**config.mk**
```make
export PLATFORM = sky130hd
export DESIGN_NAME = mfs_supervisor
export DESIGN_NICKNAME = d
export VERILOG_FILES = /design/src/verilog/mfs_pkg.sv /design/src/verilog/mfs_filt_if.sv /design/src/verilog/mfs_filter.sv /design/src/verilog/mfs_supervisor.sv
export SDC_FILE = /design/constraint.sdc
export NUM_CORES = 1
export LEC_CHECK = 0
export BUFFER_PORTS_ARGS = -buffer_cell sky130_fd_sc_hd__buf_2
export CAP_MARGIN = 40
export CORE_ASPECT_RATIO = 0.6
export CORE_MARGIN = 3
export CORE_UTILIZATION = 35
export CTS_CLUSTER_DIAMETER = 50
export DETAILED_ROUTE_END_ITERATION = 16
export GPL_ROUTABILITY_DRIVEN = 0
export GPL_TIMING_DRIVEN = 0
export MAX_ROUTING_LAYER = met4
export PLACE_DENSITY = 0.56
export SLEW_MARGIN = 0
export SYNTH_ARGS = -nofsm -noshare
export SYNTH_HDL_FRONTEND = slang
export SYNTH_SLANG_ARGS = --single-unit
```
**constraint.sdc**
```tcl
create_clock -name clk_i -period 3.3 [get_ports clk_i]
set_clock_uncertainty 0.1 [all_clocks]
set_input_delay 0.825 -clock clk_i [delete_from_list [all_inputs] [get_ports clk_i]]
set_output_delay 0.825 -clock clk_i [all_outputs]
set_load 0.02 [all_outputs]
```
**src/verilog/mfs_pkg.sv**
```systemverilog
// Functional notes
// - Flag absent sensor, normal mode only, no pin
// - Compensation enable low masks absent-sensor flag
// - Thermal shutdown forces recovery and pin low
// - Clear flags: enable cycling, clear write, select toggle
// - Filter: overcurrent 110ms, pump 10us, supply 5us
// - Input, switch, shutdown faults: 100us from soft start
// - Boost overvoltage, absent 100us; temperature 10us; normal only
// - Enable low keeps device in standby
// - Start: load config, switch on, then boost
// - Host writes allowed only after soft start
// - Recovery turns off switch, boost and sinks
// - Host interface stays available during recovery
// - Sample interface select at start-up
// - Select pin ignored once started
// - Reload stored configuration after enable cycling
// - Pump fault forces recovery; flag survives restart
package mfs_pkg;
    // ----------------------------------------------------------------
    // Clock and timing
    // ----------------------------------------------------------------
    localparam int CLK_PERIOD_NS = 50;
    localparam int BOOST_OC_TIME_MS = 110;
    localparam int LONG_FILT_TIME_US = 100;
    localparam int PUMP_FILT_TIME_US = 10;
    localparam int TEMP_FILT_TIME_US = 10;
    localparam int SUPPLY_FILT_TIME_US = 5;
    localparam int SOFT_START_TIME_US = 2000;
    localparam int BOOST_START_TIME_US = 2000;
    localparam int RECOVERY_TIME_MS = 100;
    // Least times round up to whole cycles
    function automatic int mfs_ns_to_cycles(input int ns);
        mfs_ns_to_cycles = (ns + CLK_PERIOD_NS - 1) / CLK_PERIOD_NS;
    endfunction

    localparam int BOOST_OC_CYCLES = mfs_ns_to_cycles(BOOST_OC_TIME_MS * 1000000);
    localparam int LONG_FILT_CYCLES = mfs_ns_to_cycles(LONG_FILT_TIME_US * 1000);
    localparam int PUMP_FILT_CYCLES = mfs_ns_to_cycles(PUMP_FILT_TIME_US * 1000);
    localparam int TEMP_FILT_CYCLES = mfs_ns_to_cycles(TEMP_FILT_TIME_US * 1000);
    localparam int SUPPLY_FILT_CYCLES = mfs_ns_to_cycles(SUPPLY_FILT_TIME_US * 1000);
    localparam int SOFT_START_CYCLES = mfs_ns_to_cycles(SOFT_START_TIME_US * 1000);
    localparam int BOOST_START_CYCLES = mfs_ns_to_cycles(BOOST_START_TIME_US * 1000);
    localparam int RECOVERY_CYCLES = mfs_ns_to_cycles(RECOVERY_TIME_MS * 1000000);
    localparam int CNT_W = 22;

    // ----------------------------------------------------------------
    // Fault bit positions and groups
    // ----------------------------------------------------------------
    localparam int NUM_FAULTS = 11;
    localparam int F_BOOST_OC = 0;
    localparam int F_BOOST_OV = 1;
    localparam int F_INPUT_OV = 2;
    localparam int F_INPUT_UV = 3;
    localparam int F_LINE_SW = 4;
    localparam int F_SUPPLY_UV = 5;
    localparam int F_THERMAL = 6;
    localparam int F_PUMP = 7;
    localparam int F_TEMP_HIGH = 8;
    localparam int F_TEMP_LOW = 9;
    localparam int F_ABSENT = 10;
    localparam logic [10:0] ARM_ALWAYS = 11'h020;
    localparam logic [10:0] ARM_SOFT = 11'h05c;
    localparam logic [10:0] ARM_BOOST = 11'h081;
    localparam logic [10:0] ARM_NORMAL = 11'h702;
    localparam logic [10:0] COMP_GATED = 11'h700;
    localparam logic [10:0] RECOVERY_MASK = 11'h0ff;
    localparam logic [10:0] PIN_MASK = 11'h3ff;
    localparam logic [10:0] FLAGS_RESET = 11'h000;

    typedef enum logic [2:0] {
        MFS_STANDBY = 3'b000,
        MFS_LOAD = 3'b001,
        MFS_SOFT = 3'b010,
        MFS_BOOST = 3'b011,
        MFS_NORMAL = 3'b100,
        MFS_RECOVERY = 3'b101
    } mfs_state_t;

    function automatic int mfs_filt_cycles(input int idx, input int boost_oc);
        case (idx)
            F_BOOST_OC: mfs_filt_cycles = boost_oc;
            F_SUPPLY_UV: mfs_filt_cycles = SUPPLY_FILT_CYCLES;
            F_PUMP: mfs_filt_cycles = PUMP_FILT_CYCLES;
            F_TEMP_HIGH, F_TEMP_LOW: mfs_filt_cycles = TEMP_FILT_CYCLES;
            default: mfs_filt_cycles = LONG_FILT_CYCLES;
        endcase
    endfunction
endpackage

```
**src/verilog/mfs_filt_if.sv**
```systemverilog
`timescale 1ns/1ps
interface mfs_filt_if;
    logic cond;
    logic armed;
    logic hit;
    modport filt (input cond, input armed, output hit);
    modport ctrl (output cond, output armed, input hit);
endinterface

```
**src/verilog/mfs_filter.sv**
```systemverilog
`timescale 1ns/1ps
module mfs_filter #(
    parameter int LIMIT = 2
) (
    input wire logic clk_i,
    input wire logic nrst_i,
    mfs_filt_if.filt f
);
    localparam logic [mfs_pkg::CNT_W-1:0] LAST = mfs_pkg::CNT_W'(LIMIT - 1);
    logic [mfs_pkg::CNT_W-1:0] cnt_reg;
    logic [mfs_pkg::CNT_W-1:0] cnt_next;
    logic hit_reg;
    logic hit_next;

    always_comb begin
        cnt_next = '0;
        hit_next = 1'b0;
        if (f.cond && f.armed) begin
            // Saturate so a standing condition keeps reporting
            if (cnt_reg >= LAST) begin
                cnt_next = LAST;
                hit_next = 1'b1;
            end else begin
                cnt_next = cnt_reg + 1'b1;
            end
        end
    end

    always_ff @(posedge clk_i or negedge nrst_i) begin
        if (!nrst_i) begin
            cnt_reg <= '0;
            hit_reg <= 1'b0;
        end else begin
            cnt_reg <= cnt_next;
            hit_reg <= hit_next;
        end
    end

    assign f.hit = hit_reg;
endmodule // mfs_filter

```
**src/verilog/mfs_supervisor.sv**
```systemverilog
`timescale 1ns/1ps
module mfs_supervisor #(
    parameter int BOOST_OC_CYCLES = mfs_pkg::BOOST_OC_CYCLES,
    parameter int SOFT_START_CYCLES = mfs_pkg::SOFT_START_CYCLES,
    parameter int BOOST_START_CYCLES = mfs_pkg::BOOST_START_CYCLES,
    parameter int RECOVERY_CYCLES = mfs_pkg::RECOVERY_CYCLES
) (
    input wire logic clk_i,
    input wire logic nrst_i,
    input wire logic chip_enable_pin_i,
    input wire logic interface_select_i,
    input wire logic nvm_load_done_i,
    input wire logic external_thermal_comp_enable_i,
    input wire logic clear_faults_i,
    input wire logic serial_chip_select_n_i,
    input wire logic boost_overcurrent_i,
    input wire logic boost_overvoltage_i,
    input wire logic input_overvoltage_i,
    input wire logic input_undervoltage_i,
    input wire logic line_switch_overcurrent_i,
    input wire logic supply_undervoltage_i,
    input wire logic thermal_shutdown_i,
    input wire logic charge_pump_fault_i,
    input wire logic sensor_temp_high_i,
    input wire logic sensor_temp_low_i,
    input wire logic sensor_absent_i,
    output logic nvm_load_req_o,
    output logic line_switch_en_o,
    output logic boost_en_o,
    output logic sinks_en_o,
    output logic host_if_en_o,
    output logic host_write_en_o,
    output logic spi_select_o,
    output logic [10:0] fault_flags_o,
    output logic [2:0] state_o,
    output logic fault_pin_o,
    output logic fault_pin_oe_n_o
);
    localparam logic [mfs_pkg::CNT_W-1:0] SOFT_LAST = mfs_pkg::CNT_W'(SOFT_START_CYCLES - 1);
    localparam logic [mfs_pkg::CNT_W-1:0] BOOST_LAST = mfs_pkg::CNT_W'(BOOST_START_CYCLES - 1);
    localparam logic [mfs_pkg::CNT_W-1:0] REC_LAST = mfs_pkg::CNT_W'(RECOVERY_CYCLES - 1);

    mfs_pkg::mfs_state_t state_reg;
    mfs_pkg::mfs_state_t state_next;
    logic [mfs_pkg::CNT_W-1:0] seq_cnt_reg;
    logic [mfs_pkg::CNT_W-1:0] seq_cnt_next;
    logic [10:0] flags_reg;
    logic [10:0] flags_next;
    logic spi_sel_reg;
    logic spi_sel_next;
    logic cs_prev_reg;
    logic [10:0] cond;
    logic [10:0] armed;
    logic [10:0] hit;
    logic clear_req;
    logic recover_req;
    logic nvm_req_reg;
    logic line_sw_reg;
    logic boost_reg;
    logic sinks_reg;
    logic host_if_reg;
    logic host_wr_reg;
    logic pin_oe_n_reg;

    // ----------------------------------------------------------------
    // Fault filters
    // ----------------------------------------------------------------
    assign cond = {sensor_absent_i, sensor_temp_low_i, sensor_temp_high_i, charge_pump_fault_i,
                   thermal_shutdown_i, supply_undervoltage_i, line_switch_overcurrent_i,
                   input_undervoltage_i, input_overvoltage_i, boost_overvoltage_i,
                   boost_overcurrent_i};

    always_comb begin
        armed = mfs_pkg::ARM_ALWAYS;
        case (state_reg)
            mfs_pkg::MFS_SOFT: armed = armed | mfs_pkg::ARM_SOFT;
            mfs_pkg::MFS_BOOST: armed = armed | mfs_pkg::ARM_SOFT | mfs_pkg::ARM_BOOST;
            mfs_pkg::MFS_NORMAL: armed = armed | mfs_pkg::ARM_SOFT | mfs_pkg::ARM_BOOST
                                         | mfs_pkg::ARM_NORMAL;
            default: armed = armed;
        endcase
        // Sensor faults mean nothing without the external sensor
        if (!external_thermal_comp_enable_i) begin
            armed = armed & ~mfs_pkg::COMP_GATED;
        end
        if (!chip_enable_pin_i) begin
            armed = '0;
        end
    end

    generate
        for (genvar i = 0; i < mfs_pkg::NUM_FAULTS; i++) begin : g_filt
            mfs_filt_if fi ();
            assign fi.cond = cond[i];
            assign fi.armed = armed[i];
            assign hit[i] = fi.hit;
            mfs_filter #(
                .LIMIT(mfs_pkg::mfs_filt_cycles(i, BOOST_OC_CYCLES))
            ) u_filt (
                .clk_i(clk_i),
                .nrst_i(nrst_i),
                .f(fi.filt)
            );
        end
    endgenerate

    // ----------------------------------------------------------------
    // Sequencer
    // ----------------------------------------------------------------
    // Only active power states can fall into recovery
    assign recover_req = |(hit & mfs_pkg::RECOVERY_MASK)
                         && (state_reg == mfs_pkg::MFS_SOFT || state_reg == mfs_pkg::MFS_BOOST
                             || state_reg == mfs_pkg::MFS_NORMAL);

    always_comb begin
        state_next = state_reg;
        seq_cnt_next = seq_cnt_reg + 1'b1;
        spi_sel_next = spi_sel_reg;
        case (state_reg)
            mfs_pkg::MFS_STANDBY: begin
                seq_cnt_next = '0;
                if (chip_enable_pin_i) begin
                    state_next = mfs_pkg::MFS_LOAD;
                end
            end
            mfs_pkg::MFS_LOAD: begin
                seq_cnt_next = '0;
                spi_sel_next = interface_select_i;
                if (nvm_load_done_i) begin
                    state_next = mfs_pkg::MFS_SOFT;
                end
            end
            mfs_pkg::MFS_SOFT: begin
                if (seq_cnt_reg >= SOFT_LAST) begin
                    state_next = mfs_pkg::MFS_BOOST;
                    seq_cnt_next = '0;
                end
            end
            mfs_pkg::MFS_BOOST: begin
                if (seq_cnt_reg >= BOOST_LAST) begin
                    state_next = mfs_pkg::MFS_NORMAL;
                    seq_cnt_next = '0;
                end
            end
            mfs_pkg::MFS_NORMAL: begin
                seq_cnt_next = '0;
            end
            mfs_pkg::MFS_RECOVERY: begin
                // Restart skips the reload; stored settings are still live
                if (seq_cnt_reg >= REC_LAST) begin
                    state_next = mfs_pkg::MFS_SOFT;
                    seq_cnt_next = '0;
                end
            end
            default: begin
                state_next = mfs_pkg::MFS_STANDBY;
                seq_cnt_next = '0;
            end
        endcase
        if (recover_req) begin
            state_next = mfs_pkg::MFS_RECOVERY;
            seq_cnt_next = '0;
        end
        if (!chip_enable_pin_i) begin
            state_next = mfs_pkg::MFS_STANDBY;
            seq_cnt_next = '0;
        end
    end

    // ----------------------------------------------------------------
    // Fault flags
    // ----------------------------------------------------------------
    assign clear_req = clear_faults_i || (serial_chip_select_n_i && !cs_prev_reg);

    always_comb begin
        // A new hit beats a clear in the same cycle; flags outlive restarts
        flags_next = (flags_reg & ~{11{clear_req}}) | hit;
        if (!chip_enable_pin_i) begin
            flags_next = mfs_pkg::FLAGS_RESET;
        end
    end

    always_ff @(posedge clk_i or negedge nrst_i) begin
        if (!nrst_i) begin
            state_reg <= mfs_pkg::MFS_STANDBY;
            seq_cnt_reg <= '0;
            flags_reg <= mfs_pkg::FLAGS_RESET;
            spi_sel_reg <= 1'b0;
            cs_prev_reg <= 1'b1;
            nvm_req_reg <= 1'b0;
            line_sw_reg <= 1'b0;
            boost_reg <= 1'b0;
            sinks_reg <= 1'b0;
            host_if_reg <= 1'b0;
            host_wr_reg <= 1'b0;
            pin_oe_n_reg <= 1'b1;
        end else begin
            state_reg <= state_next;
            seq_cnt_reg <= seq_cnt_next;
            flags_reg <= flags_next;
            spi_sel_reg <= spi_sel_next;
            cs_prev_reg <= serial_chip_select_n_i;
            nvm_req_reg <= state_next == mfs_pkg::MFS_LOAD;
            line_sw_reg <= state_next inside {mfs_pkg::MFS_SOFT, mfs_pkg::MFS_BOOST,
                                              mfs_pkg::MFS_NORMAL};
            boost_reg <= state_next inside {mfs_pkg::MFS_BOOST, mfs_pkg::MFS_NORMAL};
            sinks_reg <= state_next == mfs_pkg::MFS_NORMAL;
            host_if_reg <= state_next inside {mfs_pkg::MFS_BOOST, mfs_pkg::MFS_NORMAL,
                                              mfs_pkg::MFS_RECOVERY};
            host_wr_reg <= state_next inside {mfs_pkg::MFS_BOOST, mfs_pkg::MFS_NORMAL,
                                              mfs_pkg::MFS_RECOVERY};
            pin_oe_n_reg <= ~|(flags_next & mfs_pkg::PIN_MASK);
        end
    end

    assign nvm_load_req_o = nvm_req_reg;
    assign line_switch_en_o = line_sw_reg;
    assign boost_en_o = boost_reg;
    assign sinks_en_o = sinks_reg;
    assign host_if_en_o = host_if_reg;
    assign host_write_en_o = host_wr_reg;
    assign spi_select_o = spi_sel_reg;
    assign fault_flags_o = flags_reg;
    assign state_o = state_reg;
    assign fault_pin_o = 1'b0;
    assign fault_pin_oe_n_o = pin_oe_n_reg;
endmodule // mfs_supervisor

```
==> impl_metrics.tcl <==
set metrics [dict create \
    nFillCells 2928 \
    grt_pass1_wl_um 35100 \
    tightest_slew_ns 0.767 \
    largest_register_ffs 242 \
    design.core.area_sq_um 31600 \
    r2r_cells 7 \
    max_slew_margin_pct 48.8 \
    synth_top_area_share_pct 65.0 \
    first_iter_violations 544 \
    synth_area_leaders "dfrtp_1, xor2_1, a21oi_1" \
    numPortBuffers 40 \
    end_kind "flip-flop" \
    cellLeakagePower_nw 6.25 \
    cp-start-kind "flip-flop" \
    initial_core_util_pct 35.9 \
    hold_slack_ns 0.123 \
    ioPinCount 42 \
    synthFlopType "dfrtp_1" \
    rows 50 \
    min_path_type "primary input to async pin" \
    synth-edff-count 0 \
    grt_overflow 0 \
    dieArea_sq_um 34700 \
    slowest_delay_ns 0.45 \
    clock_path_buffers 3 \
    nNetsFinal 1185 \
    r2r_slack_ns 0.74 \
    regToRegEndpoint "boost_en_o" \
    diodes 0 \
    clkLatencyLatePin_ns 0.55 \
    rsz0062_at_grt "false" \
    synth_cells 955 \
    drive_gt1_share_pct 9.98 \
    syn_area_per_cell_sq_um 11.9 \
    synth_area_sq_um 11400 \
    vdd_drop_max_v 0.000423 \
    setup-violations-final 0 \
    r2r-start "seq_cnt_reg[0]" \
    crit_required_ns 3.63 \
    cts.sinks 297 \
    critical_path.cell_chain "ha_1 -> and4_2 -> a2111oi_4 -> o21a_2 -> a221oi_2 -> nor3_2 -> mux2_4" \
    ys.warnings.count 0 \
    slew_viol_final 0 \
    synth.most_common_cell "dfrtp_1" \
    status "completed" \
    synth_cell_type_count 54 \
    crit_slowest_cell "a2111oi_4" \
    hpwl_um 14000 \
    antenna_found_initial 0 \
    min_period_over_period_pct 77.5 \
    synth_common_cells "dfrtp_1, nor2_1, a21oi_1" \
    grt_usage_pct 12.7 \
    clk_pin_slew_ns 0.06 \
    cts_root_buf "clkbuf_16" \
    cap_violations 0 \
    fin_cells 1588 \
    hold_viol 0 \
    cts_buffers 29 \
    first_pass_iters 4 \
    synth_top_area_cell "dfrtp_1" \
    wl_per_cell_um 13.1 \
    htree_levels 1 \
    cts_setup_buffers 0 \
    dr_total_vias 7083 \
    crit_arrival_ns 2.88 \
    cts_resized 0 \
    max_freq_mhz 391 \
    fin_crit_ns 2.56 \
    crit_fanout 5 \
    postCtsHoldBufs 0 \
    yosysSeqAreaShare_pct 65.5 \
    wirelength_um 20700 \
    die_w_um 239 \
    grt_pass1_vias 6934 \
    die_height_um 146 \
    area_growth_pct 19.9 \
    ys_ff_latch 297 \
    crit_type "flip-flop to flip-flop" \
    drtAntennaViolNets 0 \
    grt_max_degree 115 \
    cts_tree "done" \
    ys_async_sr_fraction_pct 100 \
    vias_per_cell 4.46 \
    route.detailed.drc 0 \
    p_per_area_nw_per_um2 574 \
    dp.cells 1539 \
]
==> metal layers <==
layer / vias to the layer above / track usage [%] / part of all wire, %
met5: - / - / 0
met4: 0 / 2.54 / 1.9
met3: 36 / 2.69 / 3.2
met2: 79 / 17.3 / 41
met1: 3373 / 19.3 / 54
li1: 3595 / - / -
==> critical path, delay by kind of cell, from the launching register on <==
| kind | cells | cell delay [ns] |
|---|---|---|
| simple gates | 2 | 0.59 |
| compound gates | 3 | 0.76 |
| fa+ha+maj | 1 | 0.25 |
| flops | 1 | 0.41 |
| mux | 1 | 0.33 |
==> layout by cell type, fill, tap and decap left out, types with 7 or more instances in the layout <==
| cell | instances |
|---|---|
| a21oi_1 | 96 |
| a31oi_1 | 11 |
| and2_1 | 8 |
| and3_1 | 26 |
| and4_1 | 10 |
| buf_2 | 42 |
| clkbuf_1 | 18 |
| clkbuf_16 | 29 |
| conb_1 | 125 |
| dfrtp_1 | 295 |
| ha_1 | 12 |
| inv_1 | 15 |
| nand2_1 | 44 |
| nand3_1 | 52 |
| nand4_1 | 25 |
| nor2_1 | 115 |
| nor3_1 | 18 |
| nor4_1 | 28 |
| o21ai_0 | 16 |
| or2_2 | 7 |
| xnor2_1 | 42 |
| xor2_1 | 66 |
==> metrics by stage <==
| step | util, % | instance area [sq um] | total power, mW | setup slack, ns | TNS, ns |
|---|---|---|---|---|---|
| after CTS | 43.1 | 13600 | 7.93 | 0.750 | 0 |
| final | 43.1 | 13600 | 7.81 | 0.744 | 0 |
| after global routing | 43.1 | 13600 | 8.17 | 0.608 | 0 |
| after floorplan | - | 11800 | 4.23 | 0.927 | 0 |
| after detailed placement | 40.0 | 12600 | 4.46 | 0.484 | 0 |
| after global placement | 39.7 | 12500 | 4.44 | -4.26 | -1249.52 |
==> worst max-delay path by stage <==
stage	cells after the start	end	from	slack [ns]
global placement	1	g_filt[10].u_filt.cnt_reg[17]	nrst_i	-4.26
CTS	7	boost_en_o	seq_cnt_reg[0]	0.75
global route	6	g_filt[0].u_filt.cnt_reg[5]	state_o[2]	0.61
floorplan	7	boost_en_o	seq_cnt_reg[0]	0.93
finish	7	boost_en_o	seq_cnt_reg[0]	0.74
detailed placement	6	g_filt[0].u_filt.cnt_reg[4]	chip_enable_pin_i	0.48
==> cell families after synthesis <==
| kind of cell | count (synthesis) | share of synthesized area, % |
|---|---|---|
| DFF | 297 | 65.5 |
| adders and majority gates | 12 | 1.32 |
| AOI/OAI and AO/OA | 145 | 7.58 |
| and+or+nand+nor | 355 | 15.8 |
| xor gates and xnor gates | 108 | 8.33 |
| muxes | 2 | 0.231 |
| other | 1 | 0.0330 |
| buffers and inverters | 35 | 1.26 |
==> report_power, final <==
part	switching, mW	internal (mW)	leakage (nW)	total [mW]
clock	1.39	2.04	0.488	3.43
sequential	0.0960	3.81	3.84	3.91
combinational	0.319	0.161	1.92	0.479
total	1.80	6.01	6.25	7.81
==> layout make-up <==
| class | instances | area, sq um | area share, % |
|---|---|---|---|
| plain buffers | 19 | 82.6 | 0.607 |
| clock buffers | 38 | 810 | 5.95 |
| clock inverters | 11 | 180 | 1.32 |
| inverters | 16 | 60.1 | 0.441 |
| multi-input cells | 747 | 4240 | 31.2 |
| flip-flops and latches | 297 | 7430 | 54.6 |
| well taps | 416 | 520 | 3.82 |
| repair buffers | 44 | 283 | 2.08 |
No activity file was read; power rests on OpenSTA's default activity.
